`src/design/pbpu_pkg.sv`:
```
package pbpu_pkg;
    localparam int          ADDR_W          = 16;
    localparam int          DATA_W          = 8;
    localparam int          PIN_COUNT       = 8;
    localparam logic [15:0] PULLUP_CTRL_OFF = 16'h30f1;
    localparam logic [7:0]  PULLUP_CTRL_RST = 8'h00;
    localparam logic [7:0]  UNMAPPED_READ   = 8'h00;
endpackage : pbpu_pkg

```
`src/design/pbpu_top.sv`:
```
// Overview of operation
// - Pullup control register lives at offset 30F1h, 8 bits, read and write.
// - Bit n of the register controls only the pullup of pin n.
// - Bit set enables the pin pullup; bit clear disables it.
// - Pins driven as outputs or held Hi-Z ignore the bit; pullup off.
`timescale 1ns/1ns
module pbpu_top (
    input  wire logic                         clock,
    input  wire logic                         arst_n,
    input  wire logic                         clk_en,
    input  wire logic [pbpu_pkg::ADDR_W-1:0]  addr,
    input  wire logic [pbpu_pkg::DATA_W-1:0]  wdata,
    input  wire logic                         wr_stb,
    input  wire logic                         rd_stb,
    output logic      [pbpu_pkg::DATA_W-1:0]  rdata,
    input  wire logic [pbpu_pkg::PIN_COUNT-1:0] pin_is_output,
    input  wire logic [pbpu_pkg::PIN_COUNT-1:0] pin_is_hiz,
    output logic      [pbpu_pkg::PIN_COUNT-1:0] pullup_active,
    output logic      [pbpu_pkg::PIN_COUNT-1:0] pullup_control
);
    ////////////////////////////////////////////////////////////////////////////
    logic [pbpu_pkg::DATA_W-1:0] next_pullup_control;
    logic [pbpu_pkg::DATA_W-1:0] next_rdata;
    logic                        hit;

    assign hit = (addr == pbpu_pkg::PULLUP_CTRL_OFF);

    always_comb
    begin
        next_pullup_control = pullup_control;
        next_rdata          = rdata;
        if (wr_stb && hit)
        begin
            next_pullup_control = wdata;
        end
        // Read data held only one cycle; otherwise zero
        if (rd_stb)
        begin
            next_rdata = hit ? pullup_control : pbpu_pkg::UNMAPPED_READ;
        end
        else
        begin
            next_rdata = '0;
        end
    end

    always_ff @(posedge clock or negedge arst_n)
    begin
        if (!arst_n)
        begin
            pullup_control <= pbpu_pkg::PULLUP_CTRL_RST;
            rdata          <= '0;
        end
        else if (clk_en)
        begin
            pullup_control <= next_pullup_control;
            rdata          <= next_rdata;
        end
    end

    ////////////////////////////////////////////////////////////////////////////
    // One cell per pin keeps each bit tied to its own pin
    for (genvar i = 0; i < pbpu_pkg::PIN_COUNT; i++)
    begin : g_pin
        pbpu_pin_pull u_pull (
            .enable_bit (pullup_control[i]),
            .drive_out  (pin_is_output[i]),
            .hi_z       (pin_is_hiz[i]),
            .pull_on    (pullup_active[i])
        );
    end

    ////////////////////////////////////////////////////////////////////////////
    write_lands_a: assert property (@(posedge clock) disable iff (!arst_n)
        clk_en && wr_stb && hit |=> pullup_control == $past(wdata))
        else $error("write to pullup register lost");
    read_back_a: assert property (@(posedge clock) disable iff (!arst_n)
        clk_en && rd_stb && hit |=> rdata == $past(pullup_control))
        else $error("read data wrong");
    other_addr_a: assert property (@(posedge clock) disable iff (!arst_n)
        clk_en && wr_stb && !hit |=> $stable(pullup_control))
        else $error("foreign write changed register");
    bit_map_a: assert property (@(posedge clock) disable iff (!arst_n)
        pullup_active == (pullup_control & ~pin_is_output & ~pin_is_hiz))
        else $error("pullup mapping wrong");
    on_input_a: assert property (@(posedge clock) disable iff (!arst_n)
        pullup_control[0] && !pin_is_output[0] && !pin_is_hiz[0] |-> pullup_active[0])
        else $error("pullup not enabled");
    off_output_a: assert property (@(posedge clock) disable iff (!arst_n)
        (pullup_active & (pin_is_output | pin_is_hiz)) == '0)
        else $error("pullup active on output or hiz");
    reset_zero_a: assert property (@(posedge clock)
        !arst_n |-> pullup_control == '0)
        else $error("register not zero in reset");
    rdata_idle_a: assert property (@(posedge clock) disable iff (!arst_n)
        clk_en && !rd_stb |=> rdata == '0)
        else $error("read data not cleared");
    ctrl_write_c: cover property (@(posedge clock) disable iff (!arst_n)
        clk_en && wr_stb && hit ##1 clk_en && rd_stb && hit);
    pull_on_c: cover property (@(posedge clock) disable iff (!arst_n) pullup_active == 8'hff);
    masked_c: cover property (@(posedge clock) disable iff (!arst_n)
        pullup_control[1] && pin_is_output[1]);
endmodule : pbpu_top

```
`src/design/pbpu_pin_pull.sv`:
```
`timescale 1ns/1ns
module pbpu_pin_pull (
    input  wire logic enable_bit,
    input  wire logic drive_out,
    input  wire logic hi_z,
    output logic      pull_on
);
    // Pullup only for a true input; output or Hi-Z ignores the bit
    assign pull_on = enable_bit & ~drive_out & ~hi_z;
endmodule : pbpu_pin_pull

```
`config.mk`:
```
export PLATFORM = sky130hd
export DESIGN_NAME = pbpu_top
export DESIGN_NICKNAME = d
export VERILOG_FILES = /design/src/design/pbpu_pkg.sv /design/src/design/pbpu_top.sv /design/src/design/pbpu_pin_pull.sv
export SDC_FILE = /design/constraint.sdc
export NUM_CORES = 1
export LEC_CHECK = 0
export ABC_AREA = 0
export BUFFER_PORTS_ARGS = -buffer_cell sky130_fd_sc_hd__buf_2
export CAP_MARGIN = 5
export CORE_MARGIN = 10
export CORE_UTILIZATION = 39
export CTS_CLUSTER_DIAMETER = 100
export CTS_CLUSTER_SIZE = 20
export DETAILED_ROUTE_END_ITERATION = 12
export HOLD_SLACK_MARGIN = 0.12
export PLACE_DENSITY_LB_ADDON = 0.3
export SYNTH_ARGS = -nofsm -noshare
export SYNTH_HDL_FRONTEND = slang
export SYNTH_HIERARCHICAL = 1
export SYNTH_SLANG_ARGS = --single-unit
```
`constraint.sdc`:
```
create_clock -name clock -period 1.16 [get_ports clock]
set_input_delay 0.232 -clock clock [delete_from_list [all_inputs] [get_ports clock]]
set_output_delay 0.232 -clock clock [all_outputs]
set_load 0.02 [all_outputs]
```
* After elaboration in Yosys (flattened, before gate mapping)
Index checks and enable logic that the tools add are counted.
Word-level totals: register bits after elaboration 16, output and inout port bits 24
Cells by class: eq/ne operators 1, multiplexer cells 2, bitwise operators 32, reductions and logical operators 2
Operator list (number):
- $and 1x1->1 | 16
- $eq 16x14->1 const B | 1
- $mux 8 | 2
- $not 1->1 | 16
- $reduce_and 2->1 | 1
- $logic_and 1x1->1 | 1

* Depth between registers and ports, before layout
Gate-level depths: netlist of run 1.
word-level depth 3, mapped depth 5, gate-level depth less buffers 4

* Hierarchy
The synthesis of run 1 kept the hierarchy.
By module, submodules not included:
- pbpu_top | instances 1, cells an instance 44, area an instance 673.1 µm²
- pbpu_pin_pull | instances 8, cells an instance 1, area an instance 12.5 µm²

* Worst setup path before layout of run 1
Ideal clock, no wire load.
kind input port to flip-flop, from in addr[15] (netlist name), to reg pullup_control[0] (netlist name), setup time 125 ps, arrival time 1394 ps, required time 1035 ps, slack -359 ps, cell stages on the path 5, path buffers 1, cells stage by stage nor4b_2 > nand4_1 > or3_1 > buf_6 > mux2_4
Between the ends: word-level cells in the longest chain between the ends 3
Ends and longest elaborated chain:
- from (decl) | line pbpu_top.sv:11 | input wire logic [pbpu_pkg::ADDR_W-1:0] addr,
- $eq 16x14->1 | line pbpu_top.sv:26 | assign hit = (addr == pbpu_pkg::PULLUP_CTRL_OFF);
- $logic_and 1x1->1 | line pbpu_top.sv:32 | if (wr_stb && hit)
- $reduce_and 2->1 (no line)
- to (signal assigned) | line pbpu_top.sv:51 | pullup_control <= pbpu_pkg::PULLUP_CTRL_RST;
- to (signal assigned) | line pbpu_top.sv:56 | pullup_control <= next_pullup_control;
- to (decl) | line pbpu_top.sv:19 | output logic [pbpu_pkg::PIN_COUNT-1:0] pullup_control
Every way passes these cells. A chain may end at the register's enable or synchronous reset.

* Final worst setup path of run 1
from in addr[3] (netlist name), to reg pullup_control[2] (netlist name)
Same word-level chain as after synthesis.

==> results by group, run 1 <==
Outcome
  • Outcome: finished, violations left
  • Failing checks: negative setup slack

Critical path
  • Most used cell, CP: buf_6
  • CP arrival: approximately 1600 ps
  • Critical-path cell list: buf_6, nor4b_4, nand4_1, or3_4, buf_6, mux2_4
  • Critical path's top delay family: simple AND/OR/NAND/NOR gates
  • Worst Path Buf+Inv: 2
  • Max stage delay on crit path: 420 ps
  • Critical Path Slowest Stage Cell: or3_4
  • Worst Reg-to-Reg Cells: 3
  • Critical Path RT: 1340 ps
  • Critical path depth: 6
  • Crit path capture type: register
  • CP Max Fanout: 4
  • Setup Crit Path Kind: in -> reg
  • CP Launch Point: addr[3]
  • Startpoint Class: input pin
  • RR Startpoint: pullup_control[2]
  • FF-to-FF setup slack: 120 ps
  • Worst r2r dst: pullup_control[2]

Clock tree
  • CTS buffer count: 3
  • Clk pin slew, worst setup/hold paths: around 90 ps
  • CTS H-Tree Depth: 1
  • Clk buf depth: 2
  • CTS tree: done
  • CTS Root Cell: clkbuf_4
  • Clock Latency Late Sink: 290 ps
  • CTS sink count: 16

STA
  • Hold WS: between 150 and 200 ps
  • Clk_skew: ~2.6 ps
  • Rel. slew slack: 0.7616
  • Final setup vio count: 29
  • Max Freq: around 720 MHz
  • Minimum clock period: between 1000 and 1500 ps
  • Final worst-path cycle share: 1.199
  • RSZ-0062 raised after global routing: true
  • Final Worst Setup Slack: -230.5 ps
  • Fin. max-slew vios: 0
  • Slew at the pin closest to its max-slew limit: 357.6 ps
  • Final Hold Fails: 0

Yosys
  • Mux cell area share after synthesis: 0.1553
  • Net Count, Synth: 97
  • Synth Warn #: 6
  • XOR/XNOR Fraction of Synth Area: 0
  • Flops & latches, synth: 16
  • Post-Syn Instances: 52
  • Compound-gate portion of the synthesized area: 0.09061
  • Syn avg cell area: 14.87 µm²
  • Synthesized area: around 770 µm²
  • Cell accounting for the most synthesized area: dfrtp_1
  • Synth Area in Adders: 0
  • Yosys top cell area share: 0.5178
  • Synth top area cells: dfrtp_1, mux2_4, nor3b_2
  • Seq/Total Area, Yosys: 0.5178
  • Yosys cell types: 13
  • Largest family of logic cells by synthesized area: simple AND/OR/NAND/NOR gates
  • Simple-Gate Fraction of Synth Area: 0.2071

Worst hold path
  • Hold EP: pullup_control[7]
  • Worst Hold Depth: 2
  • Tightest Hold Check Type: in -> reg
  • Hold path start: wdata[7]

Die
  • Die Ht: 64.53 µm
  • Die width: about 65 µm
  • Starting density of the core: 0.4023
  • Core ar.: 1922 µm²
  • FP Rows: 16
  • Io pins: 69
  • DIE AREA: 4163 µm²

Drt
  • Total number of vias: slightly above 800
  • Pre-Repair DR Iteration Count: 4
  • Drt drc: 0
  • Antenna-violating nets left: 0
  • Vias/cell: 4.858
  • Final wirelength: 2794 µm
  • WL/cell: 16.53 µm
  • Initial DRC count: 22

Global routing
  • Grt ovf: 0
  • Largest net degree at the start of global routing: 17
  • Initial antenna violation count: 0
  • Total track usage: 0.1285
  • Vias in the first global route: 923
  • First-pass GRT wire length: 4319 µm

Pwr
  • Cell Int Power: 0.0008177 W
  • Leakage: 0.8211 nW
  • Clk pwr share: 0.351
  • Sw frac: 0.2163
  • Pwr Total: ~0.0010 W
  • Pwr/cell area: slightly above 700 nW/µm²
  • Worst VDD drop: 0.4398 mV
  • Logic pwr share: 0.115
  • Sequential share of power: 0.534
  • NetSw: 0.0002256 W

Cells and area
  • # diodes: 0
  • Area Growth Syn to Fin: 87.86%
  • Total Nets Final: approximately 190
  • Post-Route Utilization: 0.7559
  • Share of layout cells above drive strength 1: 0.7676

Placement
  • Port-buffer cells: just under 70
  • Final GP Congestion: 0.7037
  • DP HPWL: 2119 µm

Flow run
  • Max cap viols: 0
[sequential cells by signal, summed over array words and instances, names as in the netlist]
name and cells:
pullup_control 8, rdata 8
[worst register-to-register path, stage by stage (launching register included)]
cell and delay, ps:
dfrtp_1 410, buf_4 140, buf_4 130, mux2_4 260
[final cells by class]
cell class,count,area [µm²]
fillers,142,469.2
clock buffers,4,36.28
flip-flops and latches,16,400.4
multi-input cells,32,379.1
inverters,3,11.26
well taps,27,33.78
repair buffers,87,591.8
[stage by stage]
stage | setup slack (ps) | TNS (ps) | cells | area (µm²)
global route | -243.8 | -5188 | 169 | 1453
CTS | -224.6 | -3739 | 166 | 1384
floorplan | -347.0 | -4446 | 52 | 782.0
detailed placement | -539.1 | -5256 | 149 | 1167
global placement | -506.6 | -4980 | 149 | 1167
finish | -230.5 | -3994 | 169 | 1453
[cells by family after synthesis]
group / Yosys count
DFF: 16
and+or+nand+nor: 16
AOI/OAI and AO/OA: 8
muxes: 8
buffers and inverters: 4
[cells in the final DEF, fill, tap and decap left out]
cell	netlist	final
buf_2	0	51
nor2b_1	1	1
a22o_1	8	8
or3_4	0	1
dlygate4sd3_1	0	1
mux2_4	8	8
nor4b_4	0	1
clkbuf_8	0	1
buf_4	0	18
nor4_4	0	1
nor3b_2	8	8
buf_6	1	17
dfrtp_1	16	16
and3b_1	1	1
inv_1	3	3
nor3_1	1	1
nand4_1	2	2
clkbuf_4	0	3
[synth_stat cells, drive strengths merged]
cell type / number
a22o: 8
and3b: 1
buf: 1
dfrtp: 16
inv: 3
mux2: 8
nand4: 2
nor2b: 1
nor3: 1
nor3b: 8
nor4: 1
nor4b: 1
or3: 1
[what timing repair did]
item	in CTS	in global routing
cloned	0	0
hold buffers	1	0
buffers inserted	12	3
endpoints found under the setup margin	16	30
hold endpoints to repair	16	0
pin swaps	5	3
resized for setup	24	10
[routing by layer]
metal / vias to the layer above / global-route usage / part of all wire
met5: - / 0 / 0
met4: 0 / 0.04011 / 0.0097
met3: 4 / 0.07904 / 0.15
met2: 57 / 0.2106 / 0.47
met1: 383 / 0.1340 / 0.38
li1: 377 / - / -
[power groups by stage]
stage / Combinational, W / Clock [W] / Sequential (W)
4_1_cts: 0.000115 / 0.000367 / 0.000557
3_3_place_gp: 0.000102 / 0 / 0.000568
5_1_grt: 0.000132 / 0.000402 / 0.000558
6_report: 0.000120 / 0.000366 / 0.000557
3_5_place_dp: 0.000106 / 0 / 0.000568
2_1_floorplan: 0.0000124 / 0 / 0.000569
[worst max path at each step]
| stage | end | slack [ps] |
|---|---|---|
| 2_1_floorplan | pullup_control[0] | -350 |
| 3_3_place_gp | pullup_control[7] | -510 |
| 3_5_place_dp | pullup_control[2] | -540 |
| 4_1_cts | pullup_control[2] | -220 |
| 5_1_grt | rdata[4] | -240 |
| 6_report | pullup_control[2] | -230 |
(Power assumes the default switching activity.)
==> run 2: changes to the inputs <==
RECOVER_POWER = 50   (was default)
==> results by group, run 2 (synthesized netlist as in run 1, its figures left out) <==
Drt
  • Initial DRC count: 22 (unchanged)
  • Antenna-violating nets left: 0 (unchanged)
  • WL/cell: 16.54 µm (was 16.53 µm)
  • Final wirelength: 2795 µm (was 2794 µm)
  • Pre-Repair DR Iteration Count: 4 (unchanged)
  • Drt drc: 0 (unchanged)
  • Total number of vias: 821 (unchanged)
  • Vias/cell: 4.858 (unchanged)

Critical path
  • CP Max Fanout: 4 (unchanged)
  • Worst Reg-to-Reg Cells: 3 (unchanged)
  • Setup Crit Path Kind: in -> reg (unchanged)
  • Crit path capture type: register (unchanged)
  • CP arrival: 1570 ps (about the same)
  • Critical Path RT: 1340 ps (about the same)
  • Startpoint Class: input pin (unchanged)

STA
  • Final Hold Fails: 0 (unchanged)
  • RSZ-0062 raised after global routing: true (unchanged)
  • Final Worst Setup Slack: -230.5 ps (unchanged)
  • Minimum clock period: 1391 ps (unchanged)
  • Slew at the pin closest to its max-slew limit: 399.6 ps (was 357.6 ps)
  • Fin. max-slew vios: 0 (unchanged)
  • Final worst-path cycle share: 1.199 (unchanged)
  • Final setup vio count: 29 (unchanged)
  • Max Freq: 719.1 MHz (unchanged)
  • Rel. slew slack: 0.7336 (was 0.7616)
  • Clk_skew: 2.580 ps (unchanged)
  • Setup TNS: -3994 ps (unchanged)

Clock tree
  • CTS sink count: 16 (unchanged)
  • CTS tree: done (unchanged)
  • CTS buffer count: 3 (unchanged)
  • CTS H-Tree Depth: 1 (unchanged)
  • Clock Latency Late Sink: 290 ps (about the same)
  • Clk pin slew, worst setup/hold paths: 90 ps (about the same)
  • Clk buf depth: 2 (unchanged)
  • CTS Root Cell: clkbuf_4 (unchanged)

Cells and area
  • Storage element area: 400.4 µm² (unchanged)
  • Share of layout cells above drive strength 1: 0.7676 (unchanged)
  • Total Nets Final: 188 (unchanged)
  • # diodes: 0 (unchanged)
  • Biggest regs: pullup_control (8), rdata (8) (unchanged)
  • Most frequent cells in the layout: buf_2, buf_4, buf_6, dfrtp_1 (unchanged)
  • Filler cells: 142 (unchanged)
  • Area of the multi-input gates: 379.1 µm² (unchanged)
  • Area Growth Syn to Fin: 87.86% (unchanged)
  • Post-Layout Cell Count: 169 (unchanged)
  • Post-Route Utilization: 0.7559 (unchanged)
  • Most common cell after layout, fill and taps aside: buf_2 (unchanged)

Die
  • Starting density of the core: 0.4023 (unchanged)
  • FP Rows: 16 (unchanged)
  • Io pins: 69 (unchanged)
  • Core ar.: 1922 µm² (unchanged)
  • DIE AREA: 4163 µm² (unchanged)
  • Die width: 64.53 µm (unchanged)
  • Die Ht: 64.53 µm (unchanged)

Placement
  • Placed cells: 149 (unchanged)
  • Port-buffer cells: 68 (unchanged)
  • Final GP Congestion: 0.7037 (unchanged)
  • Setup WS pre-CTS: -539.1 ps (unchanged)
  • DP HPWL: 2119 µm (unchanged)

Global routing
  • Total track usage: 0.1285 (unchanged)
  • Largest net degree at the start of global routing: 17 (unchanged)
  • Initial antenna violation count: 0 (unchanged)
  • First-pass GRT wire length: 4319 µm (unchanged)
  • Grt ovf: 0 (unchanged)
  • Vias in the first global route: 923 (unchanged)

Outcome
  • Outcome: finished, violations left (unchanged)
  • Failing checks: negative setup slack (unchanged)

Pwr
  • NetSw: 0.0002258 W (was 0.0002256 W)
  • Clk pwr share: 0.351 (about the same)
  • Pwr Total: 0.001043 W (about the same)
  • Logic pwr share: 0.115 (about the same)
  • Leakage: 0.8213 nW (was 0.8211 nW)
  • Sequential share of power: 0.534 (about the same)
  • Worst VDD drop: 0.4398 mV (about the same)
  • Cell Int Power: 0.0008177 W (about the same)
  • Sw frac: 0.2164 (was 0.2163)
  • Pwr/cell area: 718.3 nW/µm² (about the same)

Flow run
  • Max cap viols: 0 (unchanged)

Worst hold path
  • Worst Hold Depth: 2 (unchanged)
  • Tightest Hold Check Type: in -> reg (unchanged)
-- run 2: cell types whose count changed in the layout (fill, tap and decap cells not counted), sizes merged --
cell	before	now
clkbuf	4	5
buf	86	85
-- run 2: critical path, cell delays in order --
cell     delay [ps]
buf_6           100
nor4b_4         240
nand4_1         130
or3_4           420
buf_6           140
mux2_4          290
-- run 2: worst paths after layout --
kind | slack, ps | end | start
setup / recovery | -230 | pullup_control[2] | addr[3]
hold / removal | 170 | pullup_control[7] | wdata[7]
setup reg to reg | 120 | pullup_control[2] | pullup_control[2]
hold reg to reg | 510 | rdata[5] | rdata[5]
max in group asynchronous | 490 | pullup_control[2] | arst_n
min in group asynchronous | 390 | pullup_control[5] | arst_n
-- run 2: cell type report --
class,instances,area share
multi-input combinational,32,0.2610
inverter,3,0.007752
tap,27,0.02326
timing repair buffer,87,0.4074
sequential,16,0.2756
clock buffer,4,0.02498
-- run 2: per-stage QoR --
step / hold WS (ps) / instance area, µm²
2_1_floorplan: -63.59 / 782.0
3_3_place_gp: 151.5 / 1167
3_5_place_dp: 162.9 / 1167
4_1_cts: 165.9 / 1384
5_1_grt: 160.1 / 1453
6_report: 168.7 / 1453
-- run 2: power groups by stage --
stage / Combinational, W / Sequential, W / Clock, W
after floorplan: 0.0000124 / 0.000569 / 0
after global placement: 0.000102 / 0.000568 / 0
after detailed placement: 0.000106 / 0.000568 / 0
after CTS: 0.000115 / 0.000557 / 0.000367
after global routing: 0.000132 / 0.000558 / 0.000402
final: 0.000120 / 0.000557 / 0.000366
-- run 2: layer usage --
| layer | up-vias | track usage | share of wire |
|---|---|---|---|
| li1 | 377 | - | - |
| met1 | 383 | 0.1340 | 0.38 |
| met2 | 57 | 0.2106 | 0.47 |
| met3 | 4 | 0.07904 | 0.15 |
| met4 | 0 | 0.04011 | 0.0097 |
| met5 | - | 0 | 0 |
-- run 2: what timing repair did --
action,CTS,global route
pin swaps,5,3
endpoints found under the hold margin,16,0
hold buffers,1,0
setup endpoints to repair,16,30
gates resized for setup,24,10
setup buffers,12,3
